===== src/stack_isa_decoder_regs.svh =====
// register offsets, field positions and opcode fields of the decoder
`ifndef STACK_ISA_DECODER_REGS_SVH
`define STACK_ISA_DECODER_REGS_SVH

`define OFS_OPCODE     8'h00
`define OFS_LITERAL    8'h04
`define OFS_OPA        8'h08
`define OFS_OPB        8'h0c
`define OFS_PC         8'h10
`define OFS_RDATA      8'h14
`define OFS_RESULT     8'h18
`define OFS_NEXT_PC    8'h1c
`define OFS_STATUS     8'h20
`define OFS_MEM_ADDR   8'h24
`define OFS_MEM_WDATA  8'h28

`define ST_PUSH        8
`define ST_PUSH_SEL    9
`define ST_MEM_RD      12
`define ST_MEM_WR      13
`define ST_REG_RD      14
`define ST_REG_WR      15
`define ST_HIGH        16
`define ST_TAKEN       17
`define ST_LIT         18
`define ST_ALU         19
`define ST_DONE        20

`define F_A_LSB        0
`define F_PA_BIT       3
`define F_B_LSB        4
`define F_PB_BIT       7
`define F_IM4_LSB      8
`define F_IM6_LSB      4

`define RST_WORD       32'h0000_0000

`endif


===== src/stack_isa_decoder_pkg.sv =====
// types shared by the stack instruction decoder
package stack_isa_decoder_pkg;

  typedef enum logic [15:0] {
    C_NOP  = 16'h0001,
    C_POP  = 16'h0002,
    C_PGC  = 16'h0004,
    C_LIT  = 16'h0008,
    C_REG  = 16'h0010,
    C_ALU  = 16'h0020,
    C_JZ   = 16'h0040,
    C_GTO  = 16'h0080,
    C_GSB  = 16'h0100,
    C_MEM  = 16'h0200,
    C_JAB  = 16'h0400,
    C_JIZ  = 16'h0800,
    C_DAT  = 16'h1000,
    C_ADDI = 16'h2000,
    C_SHLI = 16'h4000,
    C_PSUI = 16'h8000
  } cls_e;

  typedef struct packed {
    logic        pready;
    logic        pslverr;
    logic [31:0] prdata;
    logic [15:0] opcode;
    logic [15:0] literal;
    logic [31:0] opa;
    logic [31:0] opb;
    logic [15:0] pc;
    logic [15:0] rdata;
    logic        pend;
    logic        done;
    logic        taken;
    logic        high;
    logic        lit_used;
    logic        issue;
    logic [7:0]  pop_mask;
    logic        push_en;
    logic [2:0]  push_sel;
    logic [31:0] push_data;
    logic [15:0] pc_next;
    logic        mem_rd;
    logic        mem_wr;
    logic        reg_rd;
    logic        reg_wr;
    logic [15:0] mem_addr;
    logic [15:0] mem_wdata;
    logic        alu_op;
  } state_s;

endpackage : stack_isa_decoder_pkg


===== src/stack_isa_decoder.sv =====
// opcode decoder and executor for the stack processor, apb register access
//
// Local design decisions: the register addresses and register access over APB.
`timescale 1ns/1ps
`default_nettype none
`include "stack_isa_decoder_regs.svh"

module stack_isa_decoder
  import stack_isa_decoder_pkg::*;
(
  // clock and reset
  input  wire logic        clk_sys,
  input  wire logic        sys_rst,
  // apb slave
  input  wire logic        psel,
  input  wire logic        penable,
  input  wire logic        pwrite,
  input  wire logic [31:0] paddr,
  input  wire logic [31:0] pwdata,
  output var  logic        pready,
  output var  logic        pslverr,
  output var  logic [31:0] prdata,
  // decoded actions
  output var  logic        issue,
  output var  logic [7:0]  pop_mask,
  output var  logic        push_en,
  output var  logic [2:0]  push_sel,
  output var  logic [31:0] push_data,
  output var  logic [15:0] pc_next,
  output var  logic        mem_rd,
  output var  logic        mem_wr,
  output var  logic        reg_rd,
  output var  logic        reg_wr,
  output var  logic [15:0] mem_addr,
  output var  logic [15:0] mem_wdata,
  output var  logic        alu_op
);
  import stack_isa_decoder_pkg::*;

  state_s s_q;
  state_s s_d;

  logic [7:0] a_hot;
  logic [7:0] b_hot;

  // one-hot stack selects with their pop bits
  genvar gi;
  generate
    for (gi = 0; gi < 8; gi++) begin : g_sel
      assign a_hot[gi] = s_q.opcode[`F_PA_BIT] &
        (s_q.opcode[`F_A_LSB +: 3] == 3'(gi));
      assign b_hot[gi] = s_q.opcode[`F_PB_BIT] &
        (s_q.opcode[`F_B_LSB +: 3] == 3'(gi));
    end
  endgenerate

  always_comb begin
    logic [15:0] op;
    logic [31:0] a;
    logic [31:0] b;
    logic [15:0] im4s;
    logic [15:0] im6s;
    logic [31:0] im6d;
    logic [5:0]  ndist;
    logic        test;
    logic        wr_en;
    logic        hit;
    logic [31:0] rd;
    logic [31:0] st;
    cls_e        cls;
    s_d   = s_q;
    op    = s_q.opcode;
    a     = s_q.opa;
    b     = s_q.opb;
    im4s  = {{12{op[11]}}, op[`F_IM4_LSB +: 4]};
    im6s  = {{10{op[9]}}, op[`F_IM6_LSB +: 6]};
    im6d  = {{26{op[9]}}, op[`F_IM6_LSB +: 6]};
    ndist = 6'(-op[9:4]);
    test  = 1'b0;
    cls   = C_ALU;
    hit   = 1'b1;
    rd    = `RST_WORD;
    st    = `RST_WORD;
    wr_en = psel & penable & s_q.pready & pwrite;

    // instruction class
    casez (op[15:12])
      4'b1110: cls = C_JIZ;
      4'b1111: begin
        case (op[11:10])
          2'b00:   cls = C_DAT;
          2'b01:   cls = C_ADDI;
          2'b10:   cls = C_SHLI;
          default: cls = C_PSUI;
        endcase
      end
      4'b1???: cls = C_JAB;
      4'b01??: cls = C_MEM;
      4'b0011: begin
        casez (op[11:8])
          4'b00??: cls = C_JZ;
          4'b1100: cls = C_JZ;
          4'b1101: cls = C_GTO;
          4'b1110: cls = C_GSB;
          default: cls = C_ALU;
        endcase
      end
      4'b0000: begin
        casez (op[11:8])
          4'b0000: cls = C_NOP;
          4'b0001: cls = C_POP;
          4'b0100: cls = C_PGC;
          4'b1000: cls = C_LIT;
          4'b1001: cls = C_LIT;
          4'b1010: cls = C_LIT;
          4'b11??: cls = C_REG;
          default: cls = C_ALU;
        endcase
      end
      default: cls = C_ALU;
    endcase

    // status word
    st[7:0]                 = s_q.pop_mask;
    st[`ST_PUSH]            = s_q.push_en;
    st[`ST_PUSH_SEL +: 3]   = s_q.push_sel;
    st[`ST_MEM_RD]          = s_q.mem_rd;
    st[`ST_MEM_WR]          = s_q.mem_wr;
    st[`ST_REG_RD]          = s_q.reg_rd;
    st[`ST_REG_WR]          = s_q.reg_wr;
    st[`ST_HIGH]            = s_q.high;
    st[`ST_TAKEN]           = s_q.taken;
    st[`ST_LIT]             = s_q.lit_used;
    st[`ST_ALU]             = s_q.alu_op;
    st[`ST_DONE]            = s_q.done;

    // apb read mux
    case (paddr[7:0])
      `OFS_OPCODE:    rd = {16'h0000, s_q.opcode};
      `OFS_LITERAL:   rd = {16'h0000, s_q.literal};
      `OFS_OPA:       rd = s_q.opa;
      `OFS_OPB:       rd = s_q.opb;
      `OFS_PC:        rd = {16'h0000, s_q.pc};
      `OFS_RDATA:     rd = {16'h0000, s_q.rdata};
      `OFS_RESULT:    rd = s_q.push_data;
      `OFS_NEXT_PC:   rd = {16'h0000, s_q.pc_next};
      `OFS_STATUS:    rd = st;
      `OFS_MEM_ADDR:  rd = {16'h0000, s_q.mem_addr};
      `OFS_MEM_WDATA: rd = {16'h0000, s_q.mem_wdata};
      default:        hit = 1'b0;
    endcase
    if (paddr[31:8] != 24'h000000) begin
      hit = 1'b0;
    end

    // one wait state, then answer
    if (psel && penable && !s_q.pready) begin
      s_d.pready  = 1'b1;
      s_d.prdata  = hit ? rd : `RST_WORD;
      s_d.pslverr = ~hit;
    end else begin
      s_d.pready  = 1'b0;
      s_d.pslverr = 1'b0;
    end

    s_d.issue = 1'b0;

    // execute the opcode written in the previous access
    if (s_q.pend) begin
      s_d.pend      = 1'b0;
      s_d.done      = 1'b1;
      s_d.issue     = 1'b1;
      s_d.taken     = 1'b0;
      s_d.high      = 1'b0;
      s_d.lit_used  = 1'b0;
      s_d.push_en   = 1'b0;
      s_d.push_sel  = op[`F_A_LSB +: 3];
      s_d.push_data = `RST_WORD;
      s_d.pc_next   = s_q.pc;
      s_d.mem_rd    = 1'b0;
      s_d.mem_wr    = 1'b0;
      s_d.reg_rd    = 1'b0;
      s_d.reg_wr    = 1'b0;
      s_d.mem_addr  = 16'h0000;
      s_d.mem_wdata = 16'h0000;
      s_d.alu_op    = 1'b0;
      s_d.pop_mask  = a_hot | b_hot;
      case (cls)
        C_NOP: begin
          s_d.pop_mask = 8'h00;
        end
        C_POP: begin
          s_d.pop_mask = op[7:0];
        end
        C_PGC: begin
          s_d.push_en   = 1'b1;
          s_d.push_data = {16'h0000, s_q.pc};
        end
        C_LIT: begin
          s_d.lit_used = 1'b1;
          s_d.push_en  = 1'b1;
          s_d.high     = op[8];
          s_d.pc_next  = 16'(s_q.pc + 16'h0001);
          if (op[8]) begin
            s_d.push_data = {s_q.literal, a[15:0]};
          end else if (op[9]) begin
            s_d.push_data = {16'h0000, s_q.literal};
          end else begin
            s_d.push_data = {{16{s_q.literal[15]}}, s_q.literal};
          end
        end
        C_REG: begin
          s_d.high     = op[8];
          s_d.mem_addr = b[15:0];
          if (op[9]) begin
            s_d.reg_wr    = 1'b1;
            s_d.mem_wdata = op[8] ? a[31:16] : a[15:0];
          end else begin
            s_d.reg_rd    = 1'b1;
            s_d.push_en   = 1'b1;
            s_d.push_data = op[8] ? {s_q.rdata, a[15:0]} :
                            {{16{s_q.rdata[15]}}, s_q.rdata};
          end
        end
        C_JZ: begin
          test = op[9] ? a[31] : (a == `RST_WORD);
          if (op[11:8] == 4'hc) begin
            s_d.taken = 1'b1;
          end else begin
            s_d.taken = test ^ op[8];
          end
          if (s_d.taken) begin
            s_d.pc_next = 16'(s_q.pc + b[15:0]);
          end
        end
        C_GTO: begin
          s_d.taken   = 1'b1;
          s_d.pc_next = b[15:0];
        end
        C_GSB: begin
          s_d.taken     = 1'b1;
          s_d.pc_next   = b[15:0];
          s_d.push_en   = 1'b1;
          s_d.push_data = {16'h0000, s_q.pc};
        end
        C_MEM: begin
          s_d.high     = op[12];
          s_d.mem_addr = 16'(b[15:0] +
                             {12'h000, op[`F_IM4_LSB +: 4]});
          if (op[13]) begin
            s_d.mem_wr    = 1'b1;
            s_d.mem_wdata = op[12] ? a[31:16] : a[15:0];
          end else begin
            s_d.mem_rd    = 1'b1;
            s_d.push_en   = 1'b1;
            s_d.push_data = op[12] ? {s_q.rdata, a[15:0]} :
                            {{16{s_q.rdata[15]}}, s_q.rdata};
          end
        end
        C_JAB: begin
          case (op[14:13])
            2'b00:   test = (a == b);
            2'b01:   test = ($signed(a) < $signed(b));
            default: test = (a < b);
          endcase
          s_d.taken = test ^ op[12];
          if (s_d.taken) begin
            s_d.pc_next = 16'(s_q.pc + im4s);
          end
        end
        C_JIZ: begin
          test      = op[11] ? a[31] : (a == `RST_WORD);
          s_d.taken = test ^ op[10];
          s_d.pop_mask = a_hot;
          if (s_d.taken) begin
            s_d.pc_next = 16'(s_q.pc + im6s);
          end
        end
        C_DAT: begin
          s_d.pop_mask  = a_hot;
          s_d.push_en   = 1'b1;
          s_d.push_data = im6d;
        end
        C_ADDI: begin
          s_d.pop_mask  = a_hot;
          s_d.push_en   = 1'b1;
          s_d.push_data = 32'(a + im6d);
        end
        C_SHLI: begin
          s_d.pop_mask  = a_hot;
          s_d.push_en   = 1'b1;
          if (op[9]) begin
            s_d.push_data = 32'($signed(a) >>> ndist);
          end else begin
            s_d.push_data = a << op[8:4];
          end
        end
        C_PSUI: begin
          s_d.pop_mask  = a_hot;
          s_d.push_en   = 1'b1;
          if (op[9]) begin
            s_d.push_data = a >> ndist;
          end else begin
            s_d.push_data = 32'h0000_0001 << op[8:4];
          end
        end
        default: begin
          s_d.alu_op = 1'b1;
        end
      endcase
    end

    // register writes take effect at the completing edge
    if (wr_en && hit) begin
      case (paddr[7:0])
        `OFS_OPCODE: begin
          s_d.opcode = pwdata[15:0];
          s_d.pend   = 1'b1;
          s_d.done   = 1'b0;
        end
        `OFS_LITERAL: s_d.literal = pwdata[15:0];
        `OFS_OPA:     s_d.opa     = pwdata;
        `OFS_OPB:     s_d.opb     = pwdata;
        `OFS_PC:      s_d.pc      = pwdata[15:0];
        `OFS_RDATA:   s_d.rdata   = pwdata[15:0];
        default:      s_d.pend    = s_d.pend;
      endcase
    end
  end

  always_ff @(posedge clk_sys or posedge sys_rst) begin
    if (sys_rst) begin
      s_q <= '0;
    end else begin
      s_q <= s_d;
    end
  end

  assign pready    = s_q.pready;
  assign pslverr   = s_q.pslverr;
  assign prdata    = s_q.prdata;
  assign issue     = s_q.issue;
  assign pop_mask  = s_q.pop_mask;
  assign push_en   = s_q.push_en;
  assign push_sel  = s_q.push_sel;
  assign push_data = s_q.push_data;
  assign pc_next   = s_q.pc_next;
  assign mem_rd    = s_q.mem_rd;
  assign mem_wr    = s_q.mem_wr;
  assign reg_rd    = s_q.reg_rd;
  assign reg_wr    = s_q.reg_wr;
  assign mem_addr  = s_q.mem_addr;
  assign mem_wdata = s_q.mem_wdata;
  assign alu_op    = s_q.alu_op;

endmodule : stack_isa_decoder
`default_nettype wire


===== config.mk =====
export PLATFORM = sky130hd
export DESIGN_NAME = stack_isa_decoder
export DESIGN_NICKNAME = d
export VERILOG_FILES = /design/src/stack_isa_decoder_pkg.sv /design/src/stack_isa_decoder.sv
export VERILOG_INCLUDE_DIRS = /design/src
export SDC_FILE = /design/constraint.sdc
export NUM_CORES = 1
export LEC_CHECK = 0
export BUFFER_PORTS_ARGS = -buffer_cell sky130_fd_sc_hd__buf_4
export CAP_MARGIN = 20
export CORE_MARGIN = 2
export CORE_UTILIZATION = 25
export DETAILED_ROUTE_END_ITERATION = 12
export GPL_TIMING_DRIVEN = 1
export PLACE_DENSITY = 0.5
export SYNTH_ARGS = -nofsm -noshare
export SYNTH_HDL_FRONTEND = slang
export SYNTH_SLANG_ARGS = --single-unit
export TNS_END_PERCENT = 100

===== constraint.sdc =====
create_clock -name clk_sys -period 24.4 [get_ports clk_sys]
set_clock_uncertainty 0.15 [all_clocks]
set_input_delay 1.22 -clock clk_sys [delete_from_list [all_inputs] [get_ports clk_sys]]
set_output_delay 1.22 -clock clk_sys [all_outputs]
set_load 0.005 [all_outputs]

Yosys cells after proc, flatten, opt, wreduce, memory -nomap -nowiden
Index checks and enable logic that the tools add are counted.
Storage, ports and cells
  bits of input ports: 69
  output and inout port bits: 132
  logic and storage cells: 200
  register bits after elaboration: 265
Operators by class
  order comparisons: 2
  equal/unequal tests: 56
  reduce and logical (&&, ||, !) cells: 28
  mux-type cells: 52
  bitwise gates (word level): 24
  shifts and indexed selects: 4
  add/subtract/negate cells: 7
Operators by type and width (number)
  $pmux 32 s11: 1
  $pmux 32 s8: 1
  $mux 32: 7
  $mux 16: 7
  $mux 102: 1
  $pmux 16 s5: 1
  $lt 32x32->1: 2
  $pmux 32 s2: 1
  $mux 31: 2
  $add 16x16->16: 3
  $pmux 16 s3: 1
  $pmux 11 s4: 1
  $add 32x32->32: 1
  $eq 32x32->1: 1
  $eq 4x4->1 const B: 8
  $eq 8x5->1 const B: 4
  $logic_not 32->1: 1
  $pmux 16 s2: 1
  $shl 1x5->32 const A: 1
  $shl 32x5->32: 1
  $shr 32x6->32: 1
  $sshr 32x6->32: 1
  $pmux 6 s5: 1
  $pmux 9 s3: 1
  53 further kinds: 123

Logic depth before layout (Yosys ltp)
Gate-level depths: netlist of the first run.
  depth in word-level cells: 14
  gate-level depth with buffers: 19
  mapped depth without buffers: 13

Worst setup path after synthesis of the first run
No wires, ideal clock.
  path kind: register -> register
  from: register s_q[219] in the netlist's numbering
  to: register s_q (netlist bit push_data[6])
  data arrival time: 3.815 ns
  slack: 20.312 ns
  library setup time: 0.123 ns
  buffers on the path: 6
  period minus slack after synthesis: 4.088 ns
  stages on the path, launching flop included: 20
  required time: 24.127 ns
  cell sequence: dfrtp_1 > buf_2 > buf_4 > buf_4 > inv_2 > buf_2 > ha_1 > ha_1 > clkbuf_1 > inv_1 > buf_1 > mux2i_1 > nor2_1 > a211oi_1 > a21oi_1 > a32oi_1 > nor2_1 > a311o_1 > a21oi_1 > o2bb2ai_1
Between the ends
  cells in the longest elaborated chain, start to end: 4
  elaborated cells between the ends (all ways): 9
  those cells by class: add/sub: 2; shift: 4; mux: 3
Ends and longest elaborated chain
  from (decl): RTL line stack_isa_decoder.sv:40  | state_s s_q;
  from (signal assigned): RTL line stack_isa_decoder.sv:333  | s_q <= '0;
  from (signal assigned): RTL line stack_isa_decoder.sv:335  | s_q <= s_d;
  $neg 6->6: RTL line stack_isa_decoder.sv:78  | ndist = 6'(-op[9:4]);
  $shr 32x6->32 / $sshr 32x6->32 (equally long branches): RTL line stack_isa_decoder.sv:302, stack_isa_decoder.sv:293
  $mux 32, on equally long branches: RTL line stack_isa_decoder.sv:301, stack_isa_decoder.sv:292
  $pmux 32 s8 (*): RTL line stack_isa_decoder.sv:188  | case (cls)
Every way passes the cells marked *; elsewhere a longest branch is shown, timed or not.
A chain may end at the register's enable or synchronous reset.

Worst setup path after layout of the first run
  from: register s_q[219] in the netlist's numbering
  to: register s_q (netlist bit push_data[20])
The elaborated chain is that of the path after synthesis.

==> results of run 1 <==
-- worst min-delay path: stages, from the launching register on --
cell and delay, ps:
dfrtp_1 340, nand2_1 50, o21ai_0 60
-- logic make-up (layout without fill, tap and decap cells) --
| kind of cell | count (synthesis) | in the layout | share of synthesized area (%) |
|---|---|---|---|
| mux | 283 | 283 | 15.0 |
| compound gates | 872 | 872 | 25.4 |
| flops | 265 | 265 | 27.5 |
| xor+xnor | 80 | 80 | 2.90 |
| buf+inv | 400 | 391 | 8.32 |
| fa+ha+maj | 125 | 125 | 6.63 |
| simple gates | 778 | 778 | 14.3 |
-- cells in the mapped netlist, drive strengths merged (19+ instances only) --
cell    instances  area [um^2]
nor2b          22          138
and2           19          119
dfrtp         265         6630
a21oi         160          808
a22o           27          236
nor3           41          215
a31oi          43          269
mux2i          94          941
o22ai          34          213
buf           178         1170
a222oi         37          370
xor2           26          228
mux4           49         1100
nand3          51          255
ha            120         1500
a21o           39          293
nand2         281         1050
inv            62          233
xnor2          54          473
o21ai         172          865
a221oi         89          780
a22oi          41          308
nor4           23          163
a211oi         36          270
nor2          266         1000
a221o          19          190
clkbuf        159          598
mux2          140         1580
-- stage by stage --
stage               instances  worst slack [ps]
finish                   4059             19350
global route             4059             19120
CTS                      4058             19540
detailed placement       4003             19090
global placement         4002             19080
floorplan                2803             15730
-- flip-flops by register name, indices dropped and copies added (netlist names), 3 cells and up --
register / count
push_sel: 3
prdata: 32
pc_next: 16
push_data: 32
pop_mask: 8
mem_wdata: 16
s_q: 133
mem_addr: 16
-- layout make-up --
type	instances	area share, %
clock buffer	41	3.25
timing repair buffer	273	7.62
sequential	265	24.4
multi-input combinational	2138	57.3
clock inverter	14	0.713
tap	1265	5.82
inverter	63	0.897
-- routing by layer --
layer | share of wire [%] | global-route usage (%) | vias to the layer above
li1 | - | - | 10400
met1 | 41 | 32.5 | 11900
met2 | 44 | 37.2 | 1453
met3 | 9.4 | 4.41 | 278
met4 | 5.9 | 12.2 | 6
met5 | 0.031 | 0 | -
-- final timing paths --
path | from | endpoint | slack (ps) | depth (start not counted)
max | s_q[219] | push_data[20] | 19350 | 12
min | prdata[2] | prdata[2] | 330 | 2
max reg2reg | s_q[219] | push_data[20] | 19350 | 12
min reg2reg | prdata[2] | prdata[2] | 330 | 2
max in group asynchronous | sys_rst | s_q[194] | 22000 | 3
min in group asynchronous | sys_rst | pc_next[11] | 570 | 2
-- power by group through the flow --
stage	clock [W]	sequential, W	combinational, W
3_3_place_gp	0	0.000448	0.0000301
3_5_place_dp	0	0.000448	0.0000302
4_1_cts	0.000519	0.000440	0.0000302
5_1_grt	0.000534	0.000439	0.0000320
6_report	0.000514	0.000440	0.0000291
2_1_floorplan	0	0.000448	0.00000907
==> flow_summary.ini, run 1 <==
[clocking]
clk_latency_ps = 630
clkSinkCount = 265
post_cts_buffers = 0
htree_levels = 1
cts_resized = 0
clkSlewWorstSetupHoldPaths_ps = 70
cts_tree = built
hold_buffers = 0
clock_path_buffers = 3
numCtsBuffers = 31
clockRootBuffer = clkbuf_16

[critical_path]
crit_path_max_fanout = 37
path_buf_inv = 0
slowest_stage = dfrtp_4
endpoint_kind = flop
max_stage_delay_ps = 710
required_ps = 24740
crit_chain = ha_1 -> fa_1 -> a211oi_1 -> nor2_1 -> o31ai_1 -> a31oi_1 -> a221o_1 -> a31oi_1 -> nor2b_1 -> nor3b_1 -> a2111oi_0 -> o21ai_0
crit_path_start_kind = flop
cpMostUsedCell = a31oi_1
cp_top_family = compound AO/OA/AOI/OAI gates
cp.arrival_ps = 5390
crit_type = flop to flop

[cells_and_area]
layout-drive-gt1-share_pct = 20.0
utilization_pct = 28.5
mostFrequentLayoutCell = nand2_1
fin_nets = 2966
area_delta_synth_final_pct = 12.6
mostFrequentLayoutCells = nand2_1 (281), buf_4 (270), nor2_1 (260)
regArea_um2 = 6650
final_cell_area_um2 = 27200
fillers = 10300
n_antenna_cell = 0
multi_input_area_um2 = 15600

[sta]
fmax_mhz = 198
timing.final.crit_share_pct = 20.7
period_needed_ps = 5050
setup-tns-final_ps = 0
worstMarginPinSlew_ps = 1200
fin_hold_ws_ps = 328
setup_viol = 0
slew_headroom_pct = 20.2
hold_viol = 0
slew_violations = 0
rsz0062_at_grt = false

[detailed_routing]
drc = 0
vias = 24100
first_iter_violations = 3195
wl_um = 124000
drtAntennaViolNets = 0
viasPerCell = 5.93
drtPass1Iterations = 7
wl_per_cell_um = 30.5

[logic_synthesis]
synth_top_flop_cell = dfrtp_1
yosysWarnings = 0
synth_seq_area_share_pct = 27.5
synth_edf_count = 0
syn_nets = 2997
syn_avg_cell_area_um2 = 8.61
ys_ff_latch = 265
ys_types = 83
postSynthCellCount = 2803
netlist_area_um2 = 24100
async_reset_ff_share_pct = 100

[die]
core_area_um2 = 95300
start_util_pct = 25.3
die_area_um2 = 99100
die_x_um = 315
fp.dieH_um = 315
num_rows = 113
ios = 201

[pwr]
max-vdd-ir-drop_v = 0.0000583
pwr-share-seq_pct = 44.7
netSwitchingPower_w = 0.000239
leakage_nw = 12.1
pwr-share-clk_pct = 52.3
power.share.combinational_pct = 3.0
p_per_area_nw_per_um2 = 36.2
netSwitchingFraction_pct = 24.3
power.internal_w = 0.000744
power_w = 0.000983

[global_route]
first_global_vias = 22700
grt_overflow = 0
antenna_found_initial = 5
grt_max_degree = 158
grt_pass1_wl_um = 176000
grt.total_usage_pct = 24.2

[place]
io_buffer_count = 200
place_hpwl_um = 92000
finalWeightedCongestion = 1.04
placed_area_um2 = 26100

[job]
maxCapViolCount = 0

[status]
status = complete, no violations

[worst_hold_path]
hold_class = flop to flop
(Power assumes the default switching activity.)
==> inputs of run 2 (changes only) <==
Settings changed: PLACE_DENSITY 0.5 to 0.51.
Clock period 24.4 ns to 4.4 ns, I/O delays scaled along.
==> run 2 against run 1 <==
  * Routed wire length rose by 0.40%
  * Combinational power rose to 6.5 times the previous value
  * Clock power rose to 5.5 times the previous value
  * Critical endpoint is now pc_next[2]
  * Highest routed layer is now met4
  * Critical path type unchanged
==> flow_summary.ini, run 2 (same netlist as run 1, synthesis figures left out) <==
[status]
status = complete, no violations

[clocking]
clkSlewWorstSetupHoldPaths_ps = 70
htree_levels = 1
clk_latency_ps = 630
clkSinkCount = 265
clock_path_buffers = 3
cts_tree = built
post_cts_buffers = 0
numCtsBuffers = 31
clockRootBuffer = clkbuf_16

[sta]
slew_violations = 0
timing.final.crit_share_pct = 99.8
slew_headroom_pct = 19.8
setup_viol = 0
worstMarginPinSlew_ps = 1200
rsz0062_at_grt = false
fmax_mhz = 228
setup-tns-final_ps = 0
period_needed_ps = 4390
hold_viol = 0

[critical_path]
path_buf_inv = 0
slowest_stage = o21ai_0
max_stage_delay_ps = 840
crit_chain = ha_1 -> nand3_1 -> a21oi_1 -> o21ai_0 -> a31oi_1 -> o32ai_2 -> xnor2_2 -> a21oi_2 -> o21ai_1 -> a221oi_1 -> nor2_1
crit_path_max_fanout = 9
crit_path_start_kind = flop
required_ps = 4760
endpoint_kind = flop
crit_type = flop to flop
cp.arrival_ps = 4760
cp_top_family = compound AO/OA/AOI/OAI gates

[cells_and_area]
largest_register_ffs = 133
layoutNonFillerInstCount = 4207
fillers = 10100
regMostFlops = s_q
layout-drive-gt1-share_pct = 22.7
fin_nets = 3111
mostFrequentLayoutCell = buf_4
area_delta_synth_final_pct = 17.7
mostFrequentLayoutCells = buf_4 (373), nand2_1 (281), nor2_1 (260)
n_antenna_cell = 0

[job]
maxCapViolCount = 0

[pwr]
power.share.combinational_pct = 3.5
pwr-share-seq_pct = 44.8
pwr-share-clk_pct = 51.7
leakage_nw = 12.8
power.internal_w = 0.00410
netSwitchingPower_w = 0.00134
netSwitchingFraction_pct = 24.6
max-vdd-ir-drop_v = 0.000221
p_per_area_nw_per_um2 = 191

[die]
die_area_um2 = 99100
die_x_um = 315
ios = 201
start_util_pct = 25.3
num_rows = 113
fp.dieH_um = 315
core_area_um2 = 95300

[place]
io_buffer_count = 200
numPlacedInstances = 4113
place_hpwl_um = 94900
finalWeightedCongestion = 1.06

[global_route]
antenna_found_initial = 1
grt.total_usage_pct = 24.3
grt_pass1_wl_um = 177000
grt_max_degree = 137
grt_overflow = 0
first_global_vias = 23400

[detailed_routing]
wl_um = 124000
drc = 0
drtAntennaViolNets = 0
drtPass1Iterations = 7
vias = 24600
wl_per_cell_um = 29.6
viasPerCell = 5.85
first_iter_violations = 3545

[worst_hold_path]
hold_class = primary input to asynchronous set/reset pin
==> run 2: layout make-up <==
type / instances / area (um^2) / area share, %
Clock buffer: 44 / 895 / 3.15
Clock inverter: 14 / 171 / 0.603
Inverter: 63 / 240 / 0.845
Multi-Input combinational cell: 2138 / 15600 / 54.8
Sequential cell: 265 / 6650 / 23.4
Tap cell: 1265 / 1580 / 5.57
Timing Repair Buffer: 418 / 3330 / 11.7
==> run 2: path summary, 6_finish.rpt <==
path	startpoint	to	slack (ps)	cells after the start
worst max-delay path	s_q[172]	pc_next[2]	8	11
worst min-delay path	sys_rst	pc_next[13]	80	3
worst max register to register	s_q[172]	pc_next[2]	8	11
worst min register to register	prdata[30]	prdata[30]	330	2
max in group asynchronous	sys_rst	push_data[17]	2750	4
min in group clk_sys	pwrite	s_q[230]	220	7
==> run 2: timing repair <==
action / CTS / global route
gates resized for setup: 1 / 2
setup endpoints to repair: 9 / 8
endpoints found under the hold margin: 146 / 0
hold buffers: 35 / 0
==> run 2: worst min-delay path: cells and delay by family <==
family	cells	cell delay [ps]
buf+inv	3	1090
==> run 2: through the flow <==
step	setup slack [ps]	cell area [um^2]	total power, W	hold slack, ps	util, %
after floorplan	312	24100	0.00254	175	-
after global placement	-889	27000	0.00265	178	28.3
after detailed placement	-80.2	27000	0.00265	182	28.3
after CTS	90.1	28400	0.00547	77.5	29.8
after global routing	38.9	28400	0.00556	116	29.8
final	7.65	28400	0.00544	78.8	29.8
==> run 2: power by group through the flow <==
stage          registers [W]  clock network (W)  logic [W]
2_1_floorplan        0.00248                  0  0.0000506
3_3_place_gp         0.00248                  0   0.000169
3_5_place_dp         0.00248                  0   0.000168
4_1_cts              0.00244            0.00284   0.000194
5_1_grt              0.00244            0.00292   0.000206
6_report             0.00244            0.00281   0.000190
==> run 2: per-layer routing <==
metal / part of all wire, % / GRT usage [%]
met1: 41 / 33.4
met4: 5.7 / 11.8
met5: 0 / 0
met3: 9.2 / 3.42
met2: 44 / 37.3
